--- src/include/eectl_pkg.sv ---
// Purpose: Shared constants and types for the two-wire memory host.
// Assumes: 50 MHz system clock, byte addresses on the register bus.
// Notes:   Bus quarter-slot of 5 us gives a 50 kHz serial clock.
package eectl_pkg;
	// Timing
	localparam int CLK_PERIOD_NS  = 20;
	localparam int QUARTER_NS     = 5000;
	localparam int QTR_CYC        = (QUARTER_NS + CLK_PERIOD_NS - 1)
	                                / CLK_PERIOD_NS;
	localparam int INTERNAL_WRITE_TIME_NS = 5000000;
	localparam int SLOTS_PER_POLL = 11;
	localparam int QTR_PER_SLOT   = 4;
	localparam int POLL_TRIES     = INTERNAL_WRITE_TIME_NS
	                                / (SLOTS_PER_POLL * QTR_PER_SLOT
	                                   * QUARTER_NS) + 1;

	// Register bus
	localparam int AW = 7;
	localparam int DW = 32;
	localparam logic [AW-1:0] REG_CTRL   = 7'h00;
	localparam logic [AW-1:0] REG_CONFIG = 7'h04;
	localparam logic [AW-1:0] REG_ADDR   = 7'h08;
	localparam logic [AW-1:0] REG_COUNT  = 7'h0c;
	localparam logic [AW-1:0] REG_STATUS = 7'h10;
	localparam int DATA_SEL_BIT = 6;
	localparam int DATA_IDX_LSB = 2;

	// Register fields
	localparam int CMD_LSB       = 0;
	localparam int CMD_W         = 3;
	localparam int CFG_VAR_LSB   = 0;
	localparam int CFG_SEL_LSB   = 3;
	localparam int CFG_WP_BIT    = 6;
	localparam int STS_NACK_BIT  = 1;
	localparam int STS_TRIES_LSB = 8;
	localparam int TRIES_W       = 8;

	// Memory geometry
	localparam int WADDR_W  = 11;
	localparam int PAGE_LSB = 8;
	localparam int BUF_DEPTH = 16;
	localparam int BUF_IW    = 4;
	localparam int CNT_W     = 5;
	localparam logic [WADDR_W-1:0] ADDR_FULL = 11'h7ff;
	localparam logic [CNT_W-1:0] PAGE_SMALL = 5'h08;
	localparam logic [CNT_W-1:0] PAGE_LARGE = 5'h10;
	localparam logic [CNT_W-1:0] BUF_LIMIT  = 5'h10;
	localparam logic [CNT_W-1:0] ONE_BYTE   = 5'h01;
	localparam logic [2:0] VAR_1K  = 3'h0;
	localparam logic [2:0] VAR_4K  = 3'h2;
	localparam logic [2:0] VAR_8K  = 3'h3;
	localparam logic [2:0] VAR_16K = 3'h4;

	// Serial framing
	localparam logic [3:0] DEV_CODE     = 4'ha;
	localparam int         DEV_CODE_LSB = 4;
	localparam int         DIR_BIT      = 0;
	localparam logic       DIR_READ     = 1'b1;
	localparam logic       DIR_WRITE    = 1'b0;
	localparam logic [2:0] BIT_MSB      = 3'h7;
	localparam logic [3:0] ACK_SLOT     = 4'h8;
	localparam logic [1:0] QA = 2'h0;
	localparam logic [1:0] QB = 2'h1;
	localparam logic [1:0] QC = 2'h2;
	localparam logic [1:0] QD = 2'h3;

	typedef enum logic [3:0] {
		S_IDLE   = 4'b0000,
		S_START  = 4'b0001,
		S_DEVW   = 4'b0010,
		S_WADDR  = 4'b0011,
		S_WDATA  = 4'b0100,
		S_RSTART = 4'b0101,
		S_DEVR   = 4'b0110,
		S_RDATA  = 4'b0111,
		S_STOP   = 4'b1000,
		S_RECOV  = 4'b1001
	} eectl_state_t;

	typedef enum logic [2:0] {
		MD_NONE  = 3'b000,
		MD_WRITE = 3'b001,
		MD_CUR   = 3'b010,
		MD_RAND  = 3'b011,
		MD_POLL  = 3'b100,
		MD_RECOV = 3'b101
	} eectl_mode_t;
endpackage

--- src/hdl/eectl_host.sv ---
// Purpose: Two-wire bus host for a byte-wide serial memory, driven
//          by software over Avalon-MM.
// Assumes: Open-drain pins resolved outside; SCL and SDA sampled here.
// Notes:   Writes that end without a nack are followed by acknowledge polling automatically.
// Functional notes
// - Start is SDA falling while SCL high; every command but recovery opens so.
// - Stop is SDA rising while SCL high; ends every sequence.
// - Data changes only while SCL low.
// - Recovery: up to nine clocks watching SDA high, then start.
// - Device word opens with fixed one-zero-one-zero pattern.
// - Eighth device word bit: high reads, low writes.
// - Byte write: word address, one data byte, then stop.
// - Page write carries at most 8 or 16 bytes by variant.
// - Poll with start plus device word until acknowledged; the code gives up after POLL_TRIES tries.
// - Current read: one byte, host withholds acknowledge, stops.
// - Random read: dummy write of address, repeated start, read.
// - Sequential read: host acks each byte but the last.
`timescale 1ns/1ps
module eectl_host
	import eectl_pkg::*;
#(
	parameter int QTR_CYCLES = QTR_CYC
) (
	input  wire logic          SYS_CLK_IN,          // 50 MHz clock
	input  wire logic          RST_N_IN,            // Sync reset, low
	input  wire logic          CE_IN,               // Clock enable
	input  wire logic [AW-1:0] AVS_ADDRESS_IN,      // Byte address
	input  wire logic          AVS_READ_IN,         // Read request
	input  wire logic          AVS_WRITE_IN,        // Write request
	input  wire logic [DW-1:0] AVS_WRITEDATA_IN,    // Write data
	input  wire logic [3:0]    AVS_BYTEENABLE_IN,   // Byte lanes
	output logic      [DW-1:0] AVS_READDATA_OUT,    // Read data
	output logic               AVS_WAITREQUEST_OUT, // Stall
	input  wire logic          SCL_IN,              // Clock pin level
	output logic               SCL_OUT,             // Clock drive value
	output logic               SCL_OE_OUT,          // Pull clock low
	input  wire logic          SDA_IN,              // Data pin level
	output logic               SDA_OUT,             // Data drive value
	output logic               SDA_OE_OUT,          // Pull data low
	output logic               WP_OUT               // Write-protect pin
);
	localparam int QW = $clog2(QTR_CYCLES + 1);
	localparam logic [QW-1:0] QTR_LAST = QW'(QTR_CYCLES - 1);
	localparam logic [TRIES_W-1:0] TRIES_LAST = TRIES_W'(POLL_TRIES - 1);

	eectl_state_t     state;
	eectl_state_t     next_state;
	eectl_mode_t      mode;
	eectl_mode_t      next_mode;
	logic             nack;
	logic             next_nack;
	logic [TRIES_W-1:0] tries;
	logic [TRIES_W-1:0] next_tries;
	logic [2:0]       cfg_var;
	logic [2:0]       cfg_sel;
	logic             cfg_wp;
	logic [WADDR_W-1:0] word_addr;
	logic [CNT_W-1:0] count;
	logic [QW-1:0]    cnt;
	logic [1:0]       q;
	logic [3:0]       bitn;
	logic [CNT_W-1:0] idx;
	logic [7:0]       rx;
	logic [7:0]       buf_mem [BUF_DEPTH];
	logic             resp;
	logic [1:0]       pins_s;

	eectl_sync #(
		.WIDTH(2)
	) u_sync (
		.clk_in   (SYS_CLK_IN),
		.rst_n_in (RST_N_IN),
		.ce_in    (CE_IN),
		.d_in     ({SDA_IN, SCL_IN}),
		.q_out    (pins_s)
	);

	wire scl_s = pins_s[0];
	wire sda_s = pins_s[1];

	// Register bus decode
	wire bus_req  = AVS_READ_IN | AVS_WRITE_IN;
	wire busy     = state != S_IDLE;
	wire bus_wr   = AVS_WRITE_IN & resp & ~busy;
	wire be_lo    = AVS_BYTEENABLE_IN[0];
	wire be_hi    = AVS_BYTEENABLE_IN[1];
	wire hit_ctrl = AVS_ADDRESS_IN == REG_CTRL;
	wire hit_cfg  = AVS_ADDRESS_IN == REG_CONFIG;
	wire hit_addr = AVS_ADDRESS_IN == REG_ADDR;
	wire hit_cnt  = AVS_ADDRESS_IN == REG_COUNT;
	wire hit_sts  = AVS_ADDRESS_IN == REG_STATUS;
	wire hit_data = AVS_ADDRESS_IN[DATA_SEL_BIT];
	wire [BUF_IW-1:0] data_idx = AVS_ADDRESS_IN[DATA_IDX_LSB +: BUF_IW];
	wire [CMD_W-1:0]  cmd_code = AVS_WRITEDATA_IN[CMD_LSB +: CMD_W];
	wire cmd_ok    = (cmd_code >= MD_WRITE) && (cmd_code <= MD_RECOV);
	wire start_cmd = bus_wr & be_lo & hit_ctrl & cmd_ok;

	// Variant geometry
	wire [2:0] var_eff = (cfg_var > VAR_16K) ? VAR_16K : cfg_var;
	wire [WADDR_W-1:0] addr_m = word_addr & (ADDR_FULL >> (VAR_16K - var_eff));
	wire [2:0] pg = addr_m[PAGE_LSB +: 3];
	// Unused select positions carry page bits
	wire [2:0] dev_sel = {(var_eff >= VAR_16K) ? pg[2] : cfg_sel[2],
	                      (var_eff >= VAR_8K)  ? pg[1] : cfg_sel[1],
	                      (var_eff >= VAR_4K)  ? pg[0] : cfg_sel[0]};
	wire [CNT_W-1:0] page_sz = (var_eff >= VAR_4K) ? PAGE_LARGE : PAGE_SMALL;
	wire [CNT_W-1:0] cnt_req = (count == '0) ? ONE_BYTE : count;
	wire [CNT_W-1:0] lim_w = (cnt_req > page_sz) ? page_sz : cnt_req;
	wire [CNT_W-1:0] lim_r = (cnt_req > BUF_LIMIT) ? BUF_LIMIT : cnt_req;
	wire [CNT_W-1:0] lim   = (mode == MD_WRITE) ? lim_w : lim_r;
	wire [CNT_W-1:0] idx_nx = idx + ONE_BYTE;
	wire last = idx_nx == lim;

	// Bit-slot decode
	wire is_start = (state == S_START) || (state == S_RSTART);
	wire is_dev   = (state == S_DEVW) || (state == S_DEVR);
	wire is_tx    = is_dev || (state == S_WADDR) || (state == S_WDATA);
	wire is_bit   = is_tx || (state == S_RDATA) || (state == S_RECOV);
	wire ack_slot = bitn == ACK_SLOT;
	wire [7:0] tx_byte = is_dev ? {DEV_CODE, dev_sel,
	                     (state == S_DEVR) ? DIR_READ : DIR_WRITE}
	                   : (state == S_WADDR) ? addr_m[7:0]
	                   : (state == S_WDATA) ? buf_mem[idx[BUF_IW-1:0]]
	                   : 8'hff;
	wire tx_bit = tx_byte[BIT_MSB - bitn[2:0]];
	// Quarter QC waits for the clock pin to be seen high
	wire tick = (cnt == QTR_LAST) && ((q != QC) || scl_s);
	wire slot_end = tick && (q == QD);
	wire ack_ok = ~sda_s;

	wire scl_drv = is_start ? ((q == QA) || (q == QD))
	             : (state == S_STOP) ? (q <= QB) // Low until data is down
	             : is_bit ? (q <= QB) : 1'b0;
	wire sda_drv = is_start ? (q >= QC)
	             : (state == S_STOP) ? ((q == QB) || (q == QC))
	             : is_tx ? (ack_slot ? 1'b0 : ~tx_bit)
	             : (state == S_RDATA) ? (ack_slot ? ~last : 1'b0)
	             : 1'b0;
	// Data held through QA so it moves only once SCL is low
	wire sda_hold = busy && (q == QA);

	wire [DW-1:0] rd_mux = hit_ctrl ? DW'(mode)
	                     : hit_cfg  ? DW'({cfg_wp, cfg_sel, cfg_var})
	                     : hit_addr ? DW'(addr_m)
	                     : hit_cnt  ? DW'(count)
	                     : hit_sts  ? ((DW'(tries) << STS_TRIES_LSB)
	                                 | (DW'(nack) << STS_NACK_BIT)
	                                 | DW'(busy))
	                     : hit_data ? DW'(buf_mem[data_idx])
	                     : '0;

	assign AVS_WAITREQUEST_OUT = bus_req & ~resp;
	assign SCL_OUT = 1'b0;
	assign SDA_OUT = 1'b0;

	always_comb begin
		next_state = state;
		next_mode  = mode;
		next_nack  = nack;
		next_tries = tries;
		if (start_cmd) begin
			next_mode  = eectl_mode_t'(cmd_code);
			next_state = (cmd_code == MD_RECOV) ? S_RECOV : S_START;
			next_nack  = 1'b0;
			next_tries = '0;
		end else if (slot_end) begin
			case (state)
				S_START: begin
					next_state = (mode == MD_RECOV) ? S_STOP
					           : (mode == MD_CUR) ? S_DEVR : S_DEVW;
				end
				S_RSTART: next_state = S_DEVR;
				S_RECOV: begin
					if (sda_s || ack_slot) begin
						next_state = S_START;
					end
				end
				S_DEVW, S_WADDR, S_DEVR: begin
					if (ack_slot && !ack_ok) begin
						next_nack  = 1'b1;
						next_state = S_STOP;
					end else if (ack_slot) begin
						next_state = (state == S_DEVR) ? S_RDATA
						           : (mode == MD_POLL) ? S_STOP
						           : (state == S_DEVW) ? S_WADDR
						           : (mode == MD_WRITE) ? S_WDATA
						           : S_RSTART;
					end
				end
				S_WDATA: begin
					if (ack_slot && !ack_ok) begin
						next_nack  = 1'b1;
						next_state = S_STOP;
					end else if (ack_slot && last) begin
						next_state = S_STOP;
					end
				end
				S_RDATA: begin
					if (ack_slot && last) begin
						next_state = S_STOP;
					end
				end
				S_STOP: begin
					if (mode == MD_WRITE && !nack) begin
						next_mode  = MD_POLL;
						next_state = S_START;
					end else if (mode == MD_POLL && nack
					             && tries < TRIES_LAST) begin
						// Poll window bounded by the longest write time
						next_tries = tries + 1'b1;
						next_nack  = 1'b0;
						next_state = S_START;
					end else begin
						next_state = S_IDLE;
					end
				end
				default: next_state = S_IDLE;
			endcase
		end
	end

	// Sequencer
	always_ff @(posedge SYS_CLK_IN) begin
		if (!RST_N_IN) begin
			state <= S_IDLE;
			mode  <= MD_NONE;
			nack  <= 1'b0;
			tries <= '0;
		end else if (CE_IN) begin
			state <= next_state;
			mode  <= next_mode;
			nack  <= next_nack;
			tries <= next_tries;
		end
	end

	// Quarter, bit and byte counters
	always_ff @(posedge SYS_CLK_IN) begin
		if (!RST_N_IN) begin
			cnt  <= '0;
			q    <= QA;
			bitn <= '0;
			idx  <= '0;
			rx   <= '0;
		end else if (CE_IN) begin
			cnt <= (tick || start_cmd) ? '0
			     : (busy && cnt != QTR_LAST) ? cnt + 1'b1 : cnt;
			if (start_cmd) begin
				q    <= QA;
				bitn <= '0;
				idx  <= '0;
			end else if (tick) begin
				q <= q + 1'b1;
			end
			if (slot_end) begin
				bitn <= (is_bit && !ack_slot && next_state == state)
				        ? bitn + 1'b1 : '0;
				if (state == S_RDATA && !ack_slot) begin
					rx <= {rx[6:0], sda_s};
				end
				if (ack_slot && (state == S_RDATA || state == S_WDATA)) begin
					idx <= idx_nx;
				end
			end
		end
	end

	// Buffer: engine store wins, bus writes only while idle
	always_ff @(posedge SYS_CLK_IN) begin
		if (CE_IN) begin
			if (slot_end && ack_slot && state == S_RDATA) begin
				buf_mem[idx[BUF_IW-1:0]] <= rx;
			end else if (bus_wr && be_lo && hit_data) begin
				buf_mem[data_idx] <= AVS_WRITEDATA_IN[7:0];
			end
		end
	end

	// Configuration registers
	always_ff @(posedge SYS_CLK_IN) begin
		if (!RST_N_IN) begin
			cfg_var   <= VAR_1K;
			cfg_sel   <= '0;
			cfg_wp    <= 1'b0;
			word_addr <= '0;
			count     <= ONE_BYTE;
		end else if (CE_IN && bus_wr) begin
			if (hit_cfg && be_lo) begin
				cfg_var <= AVS_WRITEDATA_IN[CFG_VAR_LSB +: 3];
				cfg_sel <= AVS_WRITEDATA_IN[CFG_SEL_LSB +: 3];
				cfg_wp  <= AVS_WRITEDATA_IN[CFG_WP_BIT];
			end
			if (hit_addr && be_lo) begin
				word_addr[7:0] <= AVS_WRITEDATA_IN[7:0];
			end
			if (hit_addr && be_hi) begin
				word_addr[WADDR_W-1:PAGE_LSB] <=
					AVS_WRITEDATA_IN[WADDR_W-1:PAGE_LSB];
			end
			if (hit_cnt && be_lo) begin
				count <= AVS_WRITEDATA_IN[CNT_W-1:0];
			end
		end
	end

	// Pins and bus answer
	always_ff @(posedge SYS_CLK_IN) begin
		if (!RST_N_IN) begin
			SCL_OE_OUT       <= 1'b0;
			SDA_OE_OUT       <= 1'b0;
			WP_OUT           <= 1'b0;
			resp             <= 1'b0;
			AVS_READDATA_OUT <= '0;
		end else if (CE_IN) begin
			SCL_OE_OUT <= scl_drv;
			SDA_OE_OUT <= sda_hold ? SDA_OE_OUT : sda_drv;
			WP_OUT     <= cfg_wp;
			resp       <= bus_req & ~resp;
			if (bus_req && !resp) begin
				AVS_READDATA_OUT <= rd_mux;
			end
		end
	end
endmodule

--- src/hdl/eectl_sync.sv ---
// Purpose: Two-stage synchroniser for pins sampled by the system clock.
// Assumes: Inputs are asynchronous to SYS_CLK_IN.
// Notes:   First stage feeds only the second stage.
`timescale 1ns/1ps
module eectl_sync #(
	parameter int WIDTH = 2
) (
	input  wire logic             clk_in,   // System clock
	input  wire logic             rst_n_in, // Sync reset, active low
	input  wire logic             ce_in,    // Clock enable
	input  wire logic [WIDTH-1:0] d_in,     // Asynchronous inputs
	output logic      [WIDTH-1:0] q_out     // Synchronised outputs
);
	logic [WIDTH-1:0] meta;

	// Idle bus level is high, so reset to ones
	always_ff @(posedge clk_in) begin
		if (!rst_n_in) begin
			meta  <= '1;
			q_out <= '1;
		end else if (ce_in) begin
			meta  <= d_in;
			q_out <= meta;
		end
	end
endmodule

--- config.mk ---
export PLATFORM = sky130hd
export DESIGN_NAME = eectl_host
export DESIGN_NICKNAME = d
export VERILOG_FILES = /design/src/include/eectl_pkg.sv /design/src/hdl/eectl_host.sv /design/src/hdl/eectl_sync.sv
export SDC_FILE = /design/constraint.sdc
export NUM_CORES = 1
export LEC_CHECK = 0
export ABC_AREA = 1
export BUFFER_PORTS_ARGS = -buffer_cell sky130_fd_sc_hd__buf_2
export CAP_MARGIN = 0
export CORE_MARGIN = 1
export CORE_UTILIZATION = 49
export CTS_CLUSTER_DIAMETER = 40
export CTS_CLUSTER_SIZE = 30
export DETAILED_ROUTE_END_ITERATION = 6
export PLACE_DENSITY = 0.65
export SLEW_MARGIN = 15
export SYNTH_ARGS = -nofsm -noshare
export SYNTH_HDL_FRONTEND = slang
export SYNTH_HIERARCHICAL = 1
export SYNTH_SLANG_ARGS = --single-unit
export TNS_END_PERCENT = 100
--- constraint.sdc ---
create_clock -name SYS_CLK_IN -period 5.6 [get_ports SYS_CLK_IN]
set_input_delay 0.28 -clock SYS_CLK_IN [delete_from_list [all_inputs] [get_ports SYS_CLK_IN]]
set_output_delay 0.28 -clock SYS_CLK_IN [all_outputs]
set_load 0.1 [all_outputs]
After elaboration in Yosys (flattened, before gate mapping)
Memory sizes are Yosys's and may differ from the RTL's. A register that Yosys moved wholly into a read port is not among the register bits.
Index checks and enable logic that the tools add are counted.
{ "totals": {"ramBits": 128, "input_bits": 50, "mem_count": 1, "regBits": 106} }
{ "memory_table": {"columns": ["memory", "words", "word_bits", "rd", "rd_ports_with_merged_regs", "write_ports", "line_no", "text"], "rows": [
  ["buf_mem", 16, 8, 2, 1, 1, "eectl_host.sv:64", "logic [7:0] buf_mem [BUF_DEPTH];"]
]} }
{ "op_classes": {"n_lt_le_gt_ge": 12, "n_mux": 84, "n_bitwise": 15, "n_eq_ne": 31, "add_sub_neg": 7, "n_reduce_logical": 66, "n_shift": 1} }
{ "op_table": {"columns": ["operator", "n"], "rows": [
  ["2-to-1 mux 8 bit", 12],
  ["2-to-1 mux 16 bit", 5],
  ["2-to-1 mux 4 bit", 17],
  ["2-to-1 mux 5 bit", 8],
  ["2-to-1 mux 1 bit", 30],
  ["case mux 4 bit (7 select lines)", 1],
  ["logical AND 1 bit", 24],
  ["2-to-1 mux 3 bit", 7],
  ["AND reduction 2 bit", 9],
  ["adder 8 x 1 -> 8 bit (second input constant)", 2],
  ["equality test 4 x 3 -> 1 bit (second input constant)", 4],
  ["bitwise OR 16 x 1 -> 16 bit", 1],
  ["bitwise OR 16 x 2 -> 16 bit", 1],
  ["equality test 7 x 4 -> 1 bit (second input constant)", 2],
  ["equality test 4 bit (second input constant)", 3],
  ["logical OR 1 bit", 12],
  ["nonzero test 2 bit", 6],
  ["AND 11 bit", 1],
  ["right shift 11 x 3 -> 11 bit (first input constant)", 1],
  ["equality test 3 bit (second input constant)", 3],
  ["equality test 4 x 2 -> 1 bit (second input constant)", 2],
  ["equality test 8 bit (second input constant)", 1],
  ["< comparator 8 x 5 -> 1 bit (second input constant)", 1],
  ["!= test 8 bit (second input constant)", 1],
  ["46 further kinds", 62]
]} }

Longest topological paths before layout
{ "logic_depth": {"depth_word": 18, "mapped_depth": 20} }

Cells and area by module
Netlist, hierarchy kept.
{ "modules_own_cells": {"columns": ["mod", "area_each_um2", "instances", "cells_per_inst"], "rows": [
  ["eectl_host", 11359.6, 1, 1356],
  ["eectl_sync", 133.9, 1, 17]
]} }

Worst setup path before layout
No wires, ideal clock.
{ "synth_path": {"kind": "input to register", "from": "input port AVS_WRITE_IN", "to": "register AVS_READDATA_OUT[7]", "t_required_ns": 5.530, "setup_ns": 0.070, "path_slack_ns": 2.795, "arrival_time_ns": 2.734, "cell_stages": 7, "cell_sequence": "nor2_1 > nor2_1 > nand2_1 > inv_1 > clkbuf_1 > o21ai_0 > a21oi_1"} }
{ "synth_via": {"elab_chain_cells": 3} }
{ "synth_rtl": {"columns": ["element", "line_no", "text"], "rows": [
  ["from (decl)", "eectl_host.sv:29", "input wire logic AVS_WRITE_IN,"],
  ["bitwise OR 1 bit", "eectl_host.sv:82", "wire bus_req = AVS_READ_IN | AVS_WRITE_IN;"],
  ["logical AND 1 bit", "eectl_host.sv:319", "if (bus_req && !resp) begin"],
  ["AND reduction 2 bit (no line)", null, null],
  ["to (signal assigned)", "eectl_host.sv:320", "AVS_READDATA_OUT <= rd_mux;"],
  ["to (decl)", "eectl_host.sv:32", "output logic [DW-1:0] AVS_READDATA_OUT,"]
]} }
Every way passes these cells.
A chain may end at the register's enable or synchronous reset.

Worst setup path after layout
{ "layout_path": {"from": "register cnt[1]", "to": "memory buf_mem[14][3] (enable)"} }
{ "layout_via": {"elab_chain_cells": 10} }
{ "layout_rtl": {"columns": ["element", "line_no", "text"], "rows": [
  ["from (decl)", "eectl_host.sv:59", "logic [QW-1:0] cnt;"],
  ["from (signal assigned)", "eectl_host.sv:246", "cnt <= (tick || start_cmd) ? '0"],
  ["equality test 8 bit (*)", "eectl_host.sv:127", "wire tick = (cnt == QTR_LAST) && ((q != QC) || scl_s);"],
  ["logical AND 1 bit (*)", "eectl_host.sv:127", null],
  ["logical AND 1 bit (*)", "eectl_host.sv:128", "wire slot_end = tick && (q == QD);"],
  ["logical AND 1 bit (*) (2 in series)", "eectl_host.sv:271", "if (slot_end && ack_slot && state == S_RDATA) begin"],
  ["2-to-1 mux 1 bit", "eectl_host.sv:271", null],
  ["2-to-1 mux 1 bit", "eectl_host.sv:270", "if (CE_IN) begin"],
  ["2-to-1 mux 1 bit (not written as such)", "eectl_host.sv:274", "buf_mem[data_idx] <= AVS_WRITEDATA_IN[7:0];"],
  ["OR reduction 8 bit (no line)", null, null],
  ["2-to-1 mux 4 bit (no line) or 2-to-1 mux 1 bit (tied branches)", null, null],
  ["to (decl)", "eectl_host.sv:64", null]
]} }
Mark *: on every way between the ends. The rest lies on a longest branch, timed or not.

==> results.rst <==
.. list-table::
   :header-rows: 1

   * - Metric
     - Value
   * - H-tree lvl count
     - 2
   * - Number of different library cells in the post-synthesis netlist
     - 53
   * - Setup repair after global routing missed its margin
     - false
   * - Die Footprint
     - 0.0241 mm^2
   * - Overall die width
     - 155 um
   * - Worst setup EP type
     - register
   * - Internal power
     - 3250 uW
   * - DIE HEIGHT
     - 155 um
   * - Average wire length per cell after detail routing
     - 19.6 um
   * - Maximum buffer depth of the clock tree
     - 3
   * - Design Power
     - 4320 uW
   * - Nature of the critical path startpoint
     - register
   * - Clock slew at the register clock pins of the worst setup and hold paths
     - 0.05 ns
   * - Type of the setup path with the least slack
     - register to register
   * - Final Routed Wirelength
     - 34400 um
   * - Clock skew after layout
     - 0.0178 ns
   * - GRT Resource Usage Total
     - 0.289
   * - Final min period
     - 3.39 ns
   * - Crit Path Max Fanout
     - 8
   * - Worst rel slew slack
     - 0.296
   * - Synthesized area divided by synthesized cell count
     - 8.37 um^2
   * - First drt pass iteration count
     - 5
   * - Number of vias per cell
     - 5.76
   * - Min-delay worst type
     - input port to register
   * - Power per cell area
     - 328 mW/mm^2
   * - Clock tree from TritonCTS
     - done
   * - Gate family responsible for the most delay along the worst path
     - simple AND/OR/NAND/NOR gates
   * - Final Slew Violations
     - 0
   * - Number of maximum-capacitance violations
     - 0
   * - Number of hold violations in the final report
     - 0
   * - Sequential share of power
     - 0.401
   * - Quantity of gates resized following cts
     - 0
   * - Seq/Total Area, Yosys
     - 0.498
   * - Count of filler cells inserted in the layout
     - 2060
   * - CORE AREA
     - 0.0228 mm^2
   * - Aggregate global routing overflow
     - 0
   * - Static Leakage
     - 0.00499 uW
   * - Nets
     - 1483
   * - Number of flops mapped to enable cells by yosys
     - 128
   * - Run status
     - finished, final reports clean
   * - Total Neg Setup Slack
     - 0 ns
   * - Combinational Power Share
     - 0.068
   * - Worst Path Buf+Inv
     - 3
   * - Placement row count
     - 55
   * - Data arrival at the endpoint of the critical path
     - 3.51 ns
   * - Number of nets with antenna violations after detailed routing
     - 0
   * - Met2 routed wirelength
     - 14700 um
   * - Initial Utilization
     - 0.503
   * - Number of global-route vias before repair
     - 9265
   * - Pin count of the biggest net entering global routing
     - 71
   * - Boundary Pins
     - 88
   * - Drt first-iter violations
     - 1181
   * - HPWL after detailed placement
     - 22800 um
   * - Crit path max-delay cell type
     - nor2_1
   * - TritonCTS buffer count
     - 36
   * - Total DRC errors in the routed layout
     - 0
   * - Number of flip-flops and latches in the synthesized netlist
     - 222
   * - Number of buffers added for setup after CTS
     - 0
   * - Vias post-DR
     - 10100
   * - Placer Congestion
     - 0.926
   * - Clk root buf
     - clkbuf_16
   * - Routed length on met1
     - 15200 um
   * - Clock Power Share
     - 0.531
   * - Main flop type after synthesis
     - edfxtp_1
   * - Clock Latency Late Sink
     - 0.52 ns
   * - Number of buffers added to fix hold violations after cts
     - 2
   * - Maximum clock frequency
     - 295 MHz
   * - Final antenna diode count
     - 0
   * - Maximum single-stage delay on the critical path
     - 0.80 ns
   * - Worst hold margin
     - 0.0559 ns
   * - Number of antenna violations at the first check in global routing
     - 0
   * - Share of post-route cells with drive strength above 1
     - 0.124
   * - Critical path cell sequence
     - inv_1 -> ha_1 -> nand4_1 -> nor3_1 -> nand2_1 -> nor2_1 -> inv_1 -> o41ai_1 -> nand2_1 -> inv_2 -> nand2_1 -> nor2_1
   * - Peak ir drop on the vdd network
     - 0.250 mV
   * - Wire length on met3
     - 3340 um
   * - Final worst path period share
     - 0.605
   * - Net load switching power
     - 1070 uW
   * - Wire length of the first global-routing pass
     - 52600 um
   * - Clock Sinks
     - 222
   * - Number of buffers inserted by port buffering
     - 46
   * - Cell with the most instances on the worst path
     - nand2_1
   * - Count of warnings emitted by yosys
     - 6
   * - Required time at the worst-slack endpoint
     - 5.72 ns
   * - Switching power as a share of total power
     - 0.248
   * - Post-Synthesis Cell Area
     - 0.0115 mm^2
   * - Relative area change from synthesis to final layout
     - 14.6%
   * - DR top layer
     - met4
   * - Post-Synthesis Cells
     - 1373
   * - Fraction of registers with async set/reset
     - 0
   * - Worst-margin pin slew
     - 1.05 ns
   * - Count of endpoints failing setup in the final report
     - 0
## sequential cells by signal, indices dropped and copies added, names as in the netlist, 3 cells and up, named ones only
| signal | cells |
|---|---|
| word_addr | 11 |
| count | 5 |
| AVS_READDATA_OUT | 16 |
| rx | 8 |
| state | 4 |
| cnt | 8 |
| cfg_sel | 3 |
| bitn | 4 |
| idx | 5 |
| cfg_var | 3 |
| buf_mem | 128 |
| mode | 3 |
| tries | 8 |
## cell families after synthesis
family                     synth area share
and+or+nand+nor                       0.197
AOI/OAI and AO/OA                     0.192
buffers and inverters                0.0852
DFF                                   0.498
adders and majority gates            0.0185
xor gates and xnor gates            0.00914
other                              0.000326
## final timing paths
| kind | startpoint | end | slack (ns) | depth (start not counted) |
|---|---|---|---|---|
| setup / recovery | cnt[1]$_SDFFE_PN0P_ | buf_mem[14][3]$_DFFE_PP_ | 2.21 | 12 |
| hold / removal | AVS_WRITEDATA_IN[9] | word_addr[9]$_SDFFE_PN0P_ | 0.06 | 3 |
| setup reg to reg | cnt[1]$_SDFFE_PN0P_ | buf_mem[14][3]$_DFFE_PP_ | 2.21 | 12 |
| hold reg to reg | word_addr[5]$_SDFFE_PN0P_ | word_addr[5]$_SDFFE_PN0P_ | 0.45 | 2 |
## power by group through the flow
stage | sequential (uW) | clock, uW | combinational (uW)
2_1_floorplan | 1800 | 0 | 188
3_3_place_gp | 1760 | 0 | 288
3_5_place_dp | 1760 | 0 | 290
4_1_cts | 1730 | 2310 | 292
5_1_grt | 1730 | 2370 | 316
6_report | 1730 | 2290 | 295
## Yosys cell counts (5+ instances only)
master    instances  area, um^2
nand2_1         238         893
o21ai_0         138         691
nor2_1          135         507
inv_1           133         499
edfxtp_1        128        3840
a21oi_1         103         515
dfxtp_1          94        1880
nand3_1          88         440
a22oi_1          48         360
clkbuf_1         42         158
o211ai_1         27         203
inv_2            20        75.1
buf_4            19         143
ha_1             17         213
o221ai_1         15         131
nor2_2           12        75.1
nor3_1           11        55.1
buf_2            10        50.1
nand4_1          10        62.6
a31oi_1           8        50.1
o22ai_1           7        43.8
xor2_1            7        61.3
a211oi_1          5        37.5
o21ai_1           5        25.0
xnor2_1           5        43.8
## placed cells by master (no fill, tap or decap), types with 5 or more instances in the layout
cell,Yosys,final
conb_1,1,18
xnor2_1,5,5
o221ai_1,15,15
nand2_1,238,238
a31oi_1,8,8
o22ai_1,7,7
clkbuf_16,0,37
a211oi_1,5,5
nand3_1,88,88
o21ai_1,5,8
a21oi_1,103,103
clkinv_2,0,5
buf_2,10,46
o211ai_1,27,27
dfxtp_1,94,93
a22oi_1,48,48
nor2_1,135,135
xor2_1,7,7
nand4_1,10,10
inv_1,133,133
o21ai_0,138,135
nor3_1,11,11
bufinv_16,0,5
nor2_2,12,12
inv_2,20,20
edfxtp_1,128,128
ha_1,17,17
buf_4,19,16
## through the flow
step                cell area (um^2)  instances  utilization  setup slack (ns)
floorplan                      11600       1390            -              2.80
global route                   13200       1756        0.577              1.97
finish                         13200       1756        0.577              2.21
global placement               11900       1689        0.521              2.23
detailed placement             11900       1689        0.521              2.20
CTS                            13200       1756        0.577              2.28
## final cells by class
type / instances / area [um^2] / area share
tap: 313 / 392 / 0.0297
sequential: 222 / 5730 / 0.435
inverter: 156 / 588 / 0.0446
multi-input combinational: 936 / 4850 / 0.368
timing repair buffer: 64 / 370 / 0.0281
clock inverter: 26 / 303 / 0.0230
clock buffer: 39 / 943 / 0.0716
## layer usage
metal,track usage,up-vias
met4,0.117,0
met3,0.0540,88
met5,0,-
met1,0.411,4699
li1,-,4805
met2,0.435,520
## worst reg2reg max path, stage by stage, from the launching register on
cell and delay [ns]:
dfxtp_1 0.32, inv_1 0.08, ha_1 0.20, nand4_1 0.11, nor3_1 0.16, nand2_1 0.09
nor2_1 0.12, inv_1 0.11, o41ai_1 0.67, nand2_1 0.15, inv_2 0.08, nand2_1 0.11
nor2_1 0.80
(Power assumes the default switching activity.)
